File: config.mk
export PLATFORM = sky130hd
export DESIGN_NAME = interrupt_priority_arbiter
export DESIGN_NICKNAME = d
export VERILOG_FILES = /design/src/logic/irq_arb_pkg.sv /design/src/logic/interrupt_priority_arbiter.sv
export SDC_FILE = /design/constraint.sdc
export NUM_CORES = 1
export LEC_CHECK = 0
export BUFFER_PORTS_ARGS = -buffer_cell sky130_fd_sc_hd__buf_2
export CAP_MARGIN = 15
export CORE_MARGIN = 1
export CORE_UTILIZATION = 37
export DETAILED_ROUTE_END_ITERATION = 10
export PLACE_DENSITY_LB_ADDON = 0.12
export SLEW_MARGIN = 40
export SYNTH_ARGS = -nofsm -noshare
export SYNTH_HDL_FRONTEND = slang
export SYNTH_SLANG_ARGS = --single-unit
File: constraint.sdc
create_clock -name clock -period 24.4 [get_ports clock]
set_input_delay 4.88 -clock clock [delete_from_list [all_inputs] [get_ports clock]]
set_output_delay 4.88 -clock clock [all_outputs]
set_load 0.01 [all_outputs]
File: src/logic/irq_arb_pkg.sv
// constants shared by the interrupt priority arbiter
package irq_arb_pkg;
	localparam int          CHANNELS       = 8;
	localparam logic [7:0]  IDX_CENTRAL    = 8'hE6;
	localparam logic [7:0]  IDX_EMR_TWO    = 8'hF6;
	localparam logic [7:0]  IDX_INT_SEG    = 8'hF0;
	localparam logic [7:0]  IDX_CODE_SEG   = 8'hF1;
	localparam logic [7:0]  IDX_VECTOR     = 8'hF2;
	localparam logic [7:0]  IDX_PRIO_LO    = 8'hF3;
	localparam logic [7:0]  IDX_PRIO_HI    = 8'hF4;
	localparam logic [7:0]  IDX_TOP_CFG    = 8'hF5;
	localparam logic [7:0]  IDX_STATUS     = 8'hF7;
	localparam int          CTRL_MODE      = 3;
	localparam int          CTRL_ENABLE    = 4;
	localparam int          CTRL_TOP_MASK  = 5;
	localparam int          CTRL_TOP_ACT   = 6;
	localparam int          EMR_SEG_SAVE   = 6;
	localparam int          TOP_NMI_BIT    = 0;
	localparam logic [2:0]  LEVEL_RESET    = 3'h7;
	localparam logic [2:0]  LEVEL_LOWEST   = 3'h7;
	localparam logic [7:0]  TOP_VECTOR     = 8'h04;
	localparam logic [7:0]  SEG_RESET      = 8'h00;
	localparam logic [7:0]  VECTOR_RESET   = 8'h00;
	localparam logic [15:0] PRIO_RESET     = 16'h7777;
	localparam int          PRIO_SLOT      = 4;
	localparam logic [3:0]  DEPTH_ONE      = 4'h1;
	typedef enum logic [3:0] {
		S_IDLE, S_PUSH_PCL, S_PUSH_PCH, S_PUSH_CS, S_PUSH_FLG, S_VECTOR,
		S_POP_FLG, S_POP_CS, S_POP_PCH, S_POP_PCL
	} seq_state_t;
endpackage : irq_arb_pkg

File: src/logic/interrupt_priority_arbiter.sv
// interrupt priority arbiter with entry/return sequencer and wishbone registers
// What this block does
// - without segment save, routines run from the interrupt segment; stack pc and flags only.
// - with segment save, entry pushes code segment then loads it from interrupt segment.
// - with segment save, return pops the code segment back from the stack.
// - each channel has a 3-bit priority, 0 highest and 7 lowest.
// - top-level channel, maskable or non-maskable, is never preempted once in service.
// - current priority level resets to 7, changed by software or hardware.
// - every instruction boundary compares all pending requests against each other.
// - winner acknowledged only if strictly below current level; top level overrides all.
// - level-7 requests are never acknowledged, only polled.
// - in nested mode, an equal level never preempts a running routine.
// - ties go to A even, A odd, B even, B odd, C, then D.
// - current priority level is a readable and writable 3-bit field.
// - arbitration mode bit: clear means concurrent (reset), set means nested.
// - concurrent mode leaves the current level untouched on entry and return.
// - entry clears enable, pushes pcl, pch, segment, flags, loads pc from vector.
// - return pops flags, segment, pch, pcl, sets enable, reverts to code segment.
// - requests blocked by a cleared enable wait for the next enable instruction.
// - concurrent mode acknowledges passing requests regardless of the running routine.
// - without segment save a routine is confined to one 64K segment.
// - vector table is the first 256 bytes of the interrupt segment.
// - top-level vector sits at 0004h and 0005h of the interrupt segment.
//
// Added by the designer: the Wishbone interface to the registers.
`timescale 1ns/1ps
module interrupt_priority_arbiter
	import irq_arb_pkg::*;
(
	input  wire logic        clock,           // core clock, 125 MHz
	input  wire logic        reset,           // synchronous, active high
	input  wire logic        wb_cyc_i,        // wishbone cycle
	input  wire logic        wb_stb_i,        // wishbone strobe
	input  wire logic        wb_we_i,         // wishbone write
	input  wire logic [11:0] wb_adr_i,        // byte address
	input  wire logic [3:0]  wb_sel_i,        // byte enables
	input  wire logic [31:0] wb_dat_i,        // write data
	output logic      [31:0] wb_dat_o,        // read data
	output logic             wb_ack_o,        // transfer acknowledge
	input  wire logic [7:0]  irq_request,     // pending flags, pair a even first
	output logic      [7:0]  irq_ack,         // one-cycle acknowledge to winner
	input  wire logic        top_request,     // top-level channel pending
	output logic             top_ack,         // one-cycle acknowledge to top level
	input  wire logic        instr_boundary,  // one cycle per instruction
	input  wire logic        enable_interrupts_instr, // enable instruction executed
	input  wire logic        iret_instr,      // interrupt return executed
	input  wire logic [15:0] pc_current,      // pc of interrupted instruction
	input  wire logic [7:0]  flag_register,   // flags of the core
	output logic             stack_push,      // push stack_wdata
	output logic      [7:0]  stack_wdata,     // byte to push
	output logic             stack_pop,       // pop, stack_rdata valid this cycle
	input  wire logic [7:0]  stack_rdata,     // popped byte
	output logic             vector_fetch,    // read vector_word at vector_addr
	output logic      [21:0] vector_addr,     // byte address of vector
	input  wire logic [15:0] vector_word,     // vector fetched, valid with vector_fetch
	output logic             pc_load,         // load pc_value into pc
	output logic      [15:0] pc_value,        // new pc
	output logic             flags_load,      // restore flags_value
	output logic      [7:0]  flags_value,     // popped flags
	output logic      [7:0]  active_segment,  // segment fetching code now
	output logic             global_irq_enable // enable bit, for the core
);
	seq_state_t  state;
	logic [2:0]  current_priority_level;
	logic        arbitration_mode_select;
	logic        top_level_maskable;
	logic        top_level_nonmaskable;
	logic        segment_save_enable;
	logic [7:0]  extended_mode_reg_two;
	logic [7:0]  interrupt_segment_reg;
	logic [7:0]  code_segment_reg;
	logic [7:0]  vector_register;
	logic [31:0] channel_priority_level;
	logic [7:0]  nest_saved;
	logic [3:0]  depth;
	logic        top_active;
	logic [15:0] saved_pc;
	logic [7:0]  saved_flags;
	logic [7:0]  saved_segment;
	logic [7:0]  entry_vector;
	logic [15:0] popped_pc;
	logic [7:0]  reg_index;
	logic        wb_write;
	logic [7:0]  wb_byte;
	logic [3:0]  win;
	logic [2:0]  win_level;
	logic        take;
	logic        top_take;
	logic        chan_take;
	logic        return_done;
	logic [3:0]  next_restore;

	function automatic logic [2:0] chan_level(input logic [31:0] prio, input logic [2:0] ch);
		chan_level = prio[ch*PRIO_SLOT +: 3];
	endfunction : chan_level

	// lowest index wins ties, so scan from the highest index downward
	function automatic logic [3:0] arbitrate(input logic [7:0] req, input logic [31:0] prio);
		logic [3:0] best;
		best = '0;
		for (int i = CHANNELS - 1; i >= 0; i--) begin
			if (req[i] && (!best[3] || chan_level(prio, 3'(i)) <= chan_level(prio, best[2:0]))) begin
				best = {1'b1, 3'(i)};
			end
		end
		arbitrate = best;
	endfunction : arbitrate

	function automatic logic [3:0] lowest_set(input logic [7:0] bits);
		logic [3:0] r;
		r = '0;
		for (int i = CHANNELS - 1; i >= 0; i--) begin
			if (bits[i]) begin
				r = {1'b1, 3'(i)};
			end
		end
		lowest_set = r;
	endfunction : lowest_set

	assign reg_index = wb_adr_i[9:2];
	// a write lands on the edge where the master samples ack, never earlier
	assign wb_write  = wb_cyc_i && wb_stb_i && wb_we_i && wb_ack_o && wb_sel_i[0];
	assign wb_byte   = wb_dat_i[7:0];
	assign segment_save_enable = extended_mode_reg_two[EMR_SEG_SAVE];

	always_comb begin
		win          = arbitrate(irq_request, channel_priority_level);
		win_level    = chan_level(channel_priority_level, win[2:0]);
		take         = instr_boundary && state == S_IDLE && !iret_instr;
		// the top-level channel ignores the enable only when non-maskable
		top_take     = take && top_request && !top_active
			&& (top_level_nonmaskable || (top_level_maskable && global_irq_enable));
		// strict compare: level 7 can never pass and, in nested mode, equal levels never nest
		chan_take    = take && !top_take && !top_active && global_irq_enable && win[3]
			&& win_level < current_priority_level;
		irq_ack      = chan_take ? 8'(1) << win[2:0] : '0;
		top_ack      = top_take;
		return_done  = state == S_POP_PCL;
		next_restore = lowest_set(nest_saved);
	end

	// central control: level, mode, enable
	always_ff @(posedge clock) begin
		if (reset) begin
			current_priority_level  <= LEVEL_RESET;
			arbitration_mode_select <= 1'b0;
			global_irq_enable       <= 1'b0;
			top_level_maskable      <= 1'b0;
			nest_saved              <= '0;
		end else begin
			if (wb_write && reg_index == IDX_CENTRAL) begin
				current_priority_level  <= wb_byte[2:0];
				arbitration_mode_select <= wb_byte[CTRL_MODE];
				global_irq_enable       <= wb_byte[CTRL_ENABLE];
				top_level_maskable      <= wb_byte[CTRL_TOP_MASK];
			end
			if (enable_interrupts_instr || return_done) begin
				global_irq_enable <= 1'b1;
			end
			// entry must win over a simultaneous enable instruction, or the routine starts enabled
			if (chan_take || top_take) begin
				global_irq_enable <= 1'b0;
			end
			if (chan_take && arbitration_mode_select) begin
				nest_saved[current_priority_level] <= 1'b1;
				current_priority_level             <= win_level;
			end
			if (return_done && arbitration_mode_select && !top_active && next_restore[3]) begin
				nest_saved[next_restore[2:0]] <= 1'b0;
				current_priority_level        <= next_restore[2:0];
			end
			// concurrent mode: no hardware change of the level at all
		end
	end

	// configuration registers written only by software
	always_ff @(posedge clock) begin
		if (reset) begin
			extended_mode_reg_two  <= SEG_RESET;
			interrupt_segment_reg  <= SEG_RESET;
			vector_register        <= VECTOR_RESET;
			channel_priority_level <= {PRIO_RESET, PRIO_RESET};
			top_level_nonmaskable  <= 1'b0;
		end else if (wb_write) begin
			unique case (reg_index)
				IDX_EMR_TWO:  extended_mode_reg_two <= wb_byte;
				IDX_INT_SEG:  interrupt_segment_reg <= wb_byte;
				IDX_VECTOR:   vector_register <= wb_byte;
				IDX_PRIO_LO:  channel_priority_level[15:0] <= wb_dat_i[15:0];
				IDX_PRIO_HI:  channel_priority_level[31:16] <= wb_dat_i[15:0];
				IDX_TOP_CFG:  top_level_nonmaskable <= wb_byte[TOP_NMI_BIT];
				default: ;
			endcase
		end
	end

	// code segment: hardware load and pop take precedence over software
	always_ff @(posedge clock) begin
		if (reset) begin
			code_segment_reg <= SEG_RESET;
		end else if (state == S_VECTOR && segment_save_enable) begin
			code_segment_reg <= interrupt_segment_reg;
		end else if (state == S_POP_CS) begin
			code_segment_reg <= stack_rdata;
		end else if (wb_write && reg_index == IDX_CODE_SEG) begin
			code_segment_reg <= wb_byte;
		end
	end

	// service depth and top-level tracking
	always_ff @(posedge clock) begin
		if (reset) begin
			depth      <= '0;
			top_active <= 1'b0;
		end else begin
			if ((chan_take || top_take) && !return_done) begin
				depth <= depth + DEPTH_ONE;
			end else if (return_done && !(chan_take || top_take) && depth != '0) begin
				depth <= depth - DEPTH_ONE;
			end
			// nothing nests inside the top level, so the next return is its own
			if (top_take) begin
				top_active <= 1'b1;
			end else if (return_done) begin
				top_active <= 1'b0;
			end
		end
	end

	// entry and return sequencer
	always_ff @(posedge clock) begin
		if (reset) begin
			state         <= S_IDLE;
			saved_pc      <= '0;
			saved_flags   <= '0;
			saved_segment <= '0;
			entry_vector  <= '0;
			popped_pc     <= '0;
		end else begin
			unique case (state)
				S_IDLE: begin
					if (chan_take || top_take) begin
						saved_pc      <= pc_current;
						saved_flags   <= flag_register;
						saved_segment <= code_segment_reg;
						// upper bits from software, lower bits name the channel
						entry_vector  <= top_take ? TOP_VECTOR
							: {vector_register[7:4], win[2:0], 1'b0};
						state         <= S_PUSH_PCL;
					end else if (iret_instr) begin
						state <= S_POP_FLG;
					end
				end
				S_PUSH_PCL: state <= S_PUSH_PCH;
				S_PUSH_PCH: state <= segment_save_enable ? S_PUSH_CS : S_PUSH_FLG;
				S_PUSH_CS:  state <= S_PUSH_FLG;
				S_PUSH_FLG: state <= S_VECTOR;
				S_VECTOR:   state <= S_IDLE;
				S_POP_FLG:  state <= segment_save_enable ? S_POP_CS : S_POP_PCH;
				S_POP_CS:   state <= S_POP_PCH;
				S_POP_PCH: begin
					popped_pc[15:8] <= stack_rdata;
					state           <= S_POP_PCL;
				end
				S_POP_PCL:  state <= S_IDLE;
				default:    state <= S_IDLE;
			endcase
		end
	end

	always_comb begin
		stack_push  = state inside {S_PUSH_PCL, S_PUSH_PCH, S_PUSH_CS, S_PUSH_FLG};
		stack_pop   = state inside {S_POP_FLG, S_POP_CS, S_POP_PCH, S_POP_PCL};
		vector_fetch = state == S_VECTOR;
		unique case (state)
			S_PUSH_PCL: stack_wdata = saved_pc[7:0];
			S_PUSH_PCH: stack_wdata = saved_pc[15:8];
			S_PUSH_CS:  stack_wdata = saved_segment;
			S_PUSH_FLG: stack_wdata = saved_flags;
			default:    stack_wdata = '0;
		endcase
		vector_addr = {interrupt_segment_reg[5:0], 8'h00, entry_vector};
	end

	// pc and flags handed to the core from flops, one cycle after the step
	always_ff @(posedge clock) begin
		if (reset) begin
			pc_load     <= 1'b0;
			pc_value    <= '0;
			flags_load  <= 1'b0;
			flags_value <= '0;
		end else begin
			pc_load    <= state == S_VECTOR || state == S_POP_PCL;
			flags_load <= state == S_POP_FLG;
			if (state == S_VECTOR) begin
				pc_value <= vector_word;
			end else if (state == S_POP_PCL) begin
				pc_value <= {popped_pc[15:8], stack_rdata};
			end
			if (state == S_POP_FLG) begin
				flags_value <= stack_rdata;
			end
		end
	end

	// while any routine runs without segment save, code comes from the
	// interrupt segment; a far branch there would be lost
	always_ff @(posedge clock) begin
		if (reset) begin
			active_segment <= SEG_RESET;
		end else if (!segment_save_enable && depth != '0) begin
			active_segment <= interrupt_segment_reg;
		end else begin
			active_segment <= code_segment_reg;
		end
	end

	// wishbone slave: registered ack one cycle after the strobe, unmapped reads zero
	always_ff @(posedge clock) begin
		if (reset) begin
			wb_ack_o <= 1'b0;
			wb_dat_o <= '0;
		end else begin
			wb_ack_o <= wb_cyc_i && wb_stb_i && !wb_ack_o;
			unique case (reg_index)
				IDX_CENTRAL: wb_dat_o <= {24'h0, 1'b0, top_active, top_level_maskable, global_irq_enable,
					arbitration_mode_select, current_priority_level};
				IDX_EMR_TWO:  wb_dat_o <= {24'h0, extended_mode_reg_two};
				IDX_INT_SEG:  wb_dat_o <= {24'h0, interrupt_segment_reg};
				IDX_CODE_SEG: wb_dat_o <= {24'h0, code_segment_reg};
				IDX_VECTOR:   wb_dat_o <= {24'h0, vector_register};
				IDX_PRIO_LO:  wb_dat_o <= {16'h0, channel_priority_level[15:0]};
				IDX_PRIO_HI:  wb_dat_o <= {16'h0, channel_priority_level[31:16]};
				IDX_TOP_CFG:  wb_dat_o <= {31'h0, top_level_nonmaskable};
				IDX_STATUS:   wb_dat_o <= {16'h0, nest_saved, depth, 4'(state)};
				default:      wb_dat_o <= '0;
			endcase
		end
	end
endmodule : interrupt_priority_arbiter

==> impl_results.md <==
* Status: completed
* CP Max Fanout at 11
* Final Hold Fails at 0
* Bufs on Longest Clock Path at 2
* Vias in the first global route at 9506
* Port bufs at 174
* Largest register FFs at 32
* Post-synth EDFFs at 0
* Row Count at 61
* Slowest cell on crit path: a2111oi_0
* Internal cell power at 0.000629 W
* Area of the multi-input gates at 0.00621 mm2
* Crit. End Element: output pin
* Gate power share at 39.5%
* Flops & latches, synth at 186
* Pin count of the biggest net entering global routing at 91
* Maxcap violations at 0
* Area contributors post-synth: dfxtp_1 (36%), nand2_1 (8.3%), mux2i_1 (6.9%)
* CP Buf/Inv Count at 11
* Global route total overflow at 0
* Final net count at 1613
* Top FF cell, synth: dfxtp_1
* Area grow syn2layout at 19.1%
* Clk pwr share at 28.0%
* I/O pin count at 223
* Non-Filler Instances at 1865
* Routed len/inst at 18.9 um
* Core area at 0.0278 mm2
* Clk sinks at 186
* Initial antenna violation count at 0
* Reg power frac at 32.6%
* CTS Hold Bufs at 0
* Pre-CTS setup slack at 414 ps
* CP most frequent cell: ha_1
* First-pass GRT wire length at 54800 um
* Fin Setup TNS at 0 ps
* Die W at 170 um
* Syn Inst Count at 1320
* Yosys warns at 0
* Antenna diodes at 0
* Layout cells sized above 1 at 21.0%
* Clock skew at 26.2 ps
* Maximum vdd drop at 0.0000481 V
* Slew Viols, Final at 0
* P_sw at 0.000397 W
* Endpoints failing setup at 0
* CP peak stage delay at 420 ps
* Placed Cells at 1830
* Skew-Pair Late Insertion Delay at 450 ps
* Cell accounting for the most synthesized area: dfxtp_1
* Most flops, register: channel_priority_level
* Post-synthesis area per instance at 7.91 um2
* Die Span Y at 170 um
* Final Util at 44.8%
* Crit path kind: in -> out
* Minimum clock period at 23360 ps
* Commonest non-fill, non-tap cell in the layout: nand2_1
* DRC viols at 0
* Hold Crit Class: reg -> reg
* Synthesized area at 0.0104 mm2
* Yosys top cell area share at 35.7%
* Drt first pass iters at 9
* Most frequent cells in the layout: nand2_1 (230), dfxtp_1 (185), buf_2 (173)
* Post-synthesis sequential area ratio at 35.7%
* Total CTS buffers at 17
* GPL Wtd Cong at 0.895
* Clock transition at path regs at 80 ps
* Req. time, crit path at 19520 ps
* Power per Cell Area at 82.5 mW/mm2
* Net Sw Frac at 38.7%
* Async set-reset flop share out of synthesis at 0%
* CP Data Arrival Time at 18480 ps
* Startpoint Class: input port
* Vias at 10300
* Leakage at 5.24 nW
* Crit path max-delay family: compound AO/OA/AOI/OAI gates
* Yosys cell types at 87
* Achievable Freq at 0.0428 GHz
* Post-DP HPWL at 25200 um
* Crit share post-route at 95.8%
* Vias per cell at 5.50
* Worst Max-Slew Pin Slew at 780 ps
* Reg area at 0.00372 mm2
* Root buf cell: clkbuf_16
* Die Area at 0.0289 mm2
* Rel. slew slack at 47.8%
* Initial Util at 37.6%
* Initial DRC count at 840
* Detail Route Antenna Nets at 0
* Gr usage total at 24.4%
* Final wirelength at 35200 um
* TritonCTS clock tree: done
* Fill cell count at 2932
* H-Tree Depth at 4
* Post-route setup slack at 1040 ps
[Yosys cell counts (all sizes together) (6+ instances only)]
cell      n
a211o    13
a211oi   14
a21oi   119
a221oi   15
a222oi   11
a22oi    32
a31oi    19
a41oi     6
and2      9
and3      8
buf      52
clkbuf   66
dfxtp   186
ha       25
inv      25
mux2      9
mux2i    72
nand2   231
nand2b    6
nand3    29
nand3b   20
nor2    148
nor2b    16
nor3     26
nor4     12
o211ai    7
o21a      6
o21ai    49
o22a      7
o22ai     7
or3       7
[worst paths after layout]
kind	from	to	slack (ps)	cells past startpoint
max	irq_request[7]	irq_ack[7]	1040	70
min	wb_ack_o$_SDFF_PP0_	wb_ack_o$_SDFF_PP0_	450	1
max reg2reg	channel_priority_level[0]$_SDFFE_PP1P_	depth[3]$_SDFFE_PP0P_	9240	75
min reg2reg	wb_ack_o$_SDFF_PP0_	wb_ack_o$_SDFF_PP0_	450	1
[power groups by stage]
stage / logic (W) / clock network (W) / registers, W
final: 0.000405 / 0.000287 / 0.000334
after global routing: 0.000447 / 0.000305 / 0.000336
after CTS: 0.000394 / 0.000294 / 0.000334
after detailed placement: 0.000392 / 0 / 0.000341
after global placement: 0.000387 / 0 / 0.000341
after floorplan: 0.000254 / 0 / 0.000331
[layer usage]
layer  share of wire [%]  vias to the layer above  GRT usage [%]
met5                   0                        -              0
met4                 2.0                        0           6.62
li1                    -                     5005              -
met3                 5.4                       46           4.56
met2                  47                      323           39.6
met1                  45                     4880           32.8
[stage by stage]
step | power (W) | hold slack (ps) | instance area [um2]
5_1_grt | 0.00109 | 459 | 12400
4_1_cts | 0.00102 | 450 | 12300
2_1_floorplan | 0.000585 | 428 | 10500
3_3_place_gp | 0.000728 | 433 | 11700
3_5_place_dp | 0.000732 | 439 | 11700
6_report | 0.00103 | 448 | 12400
[kinds of logic (layout without fill, tap and decap cells)]
logic type,count (synthesis),after routing,synth area share (%)
buffers and inverters,144,287,6.97
and+or+nand+nor,525,525,22.5
other,1,25,0.0359
xor gates and xnor gates,3,3,0.252
adders and majority gates,26,26,3.19
muxes,81,81,7.87
DFF,186,186,35.7
AOI/OAI and AO/OA,354,354,23.5
[layout make-up]
cell class | instances | area share [%]
Multi-Input combinational cell | 1014 | 49.9
Sequential cell | 186 | 30.0
Timing Repair Buffer | 229 | 10.5
Tap cell | 378 | 3.80
Clock buffer | 17 | 3.42
Clock inverter | 15 | 1.59
Inverter | 26 | 0.785
[what timing repair did]
action / in CTS / in global routing
resized for setup: 0 / 25
buffers inserted: 0 / 3
endpoints found under the setup margin: 0 / 8
hold endpoints to repair: 0 / 0
(Power assumes the default switching activity.)
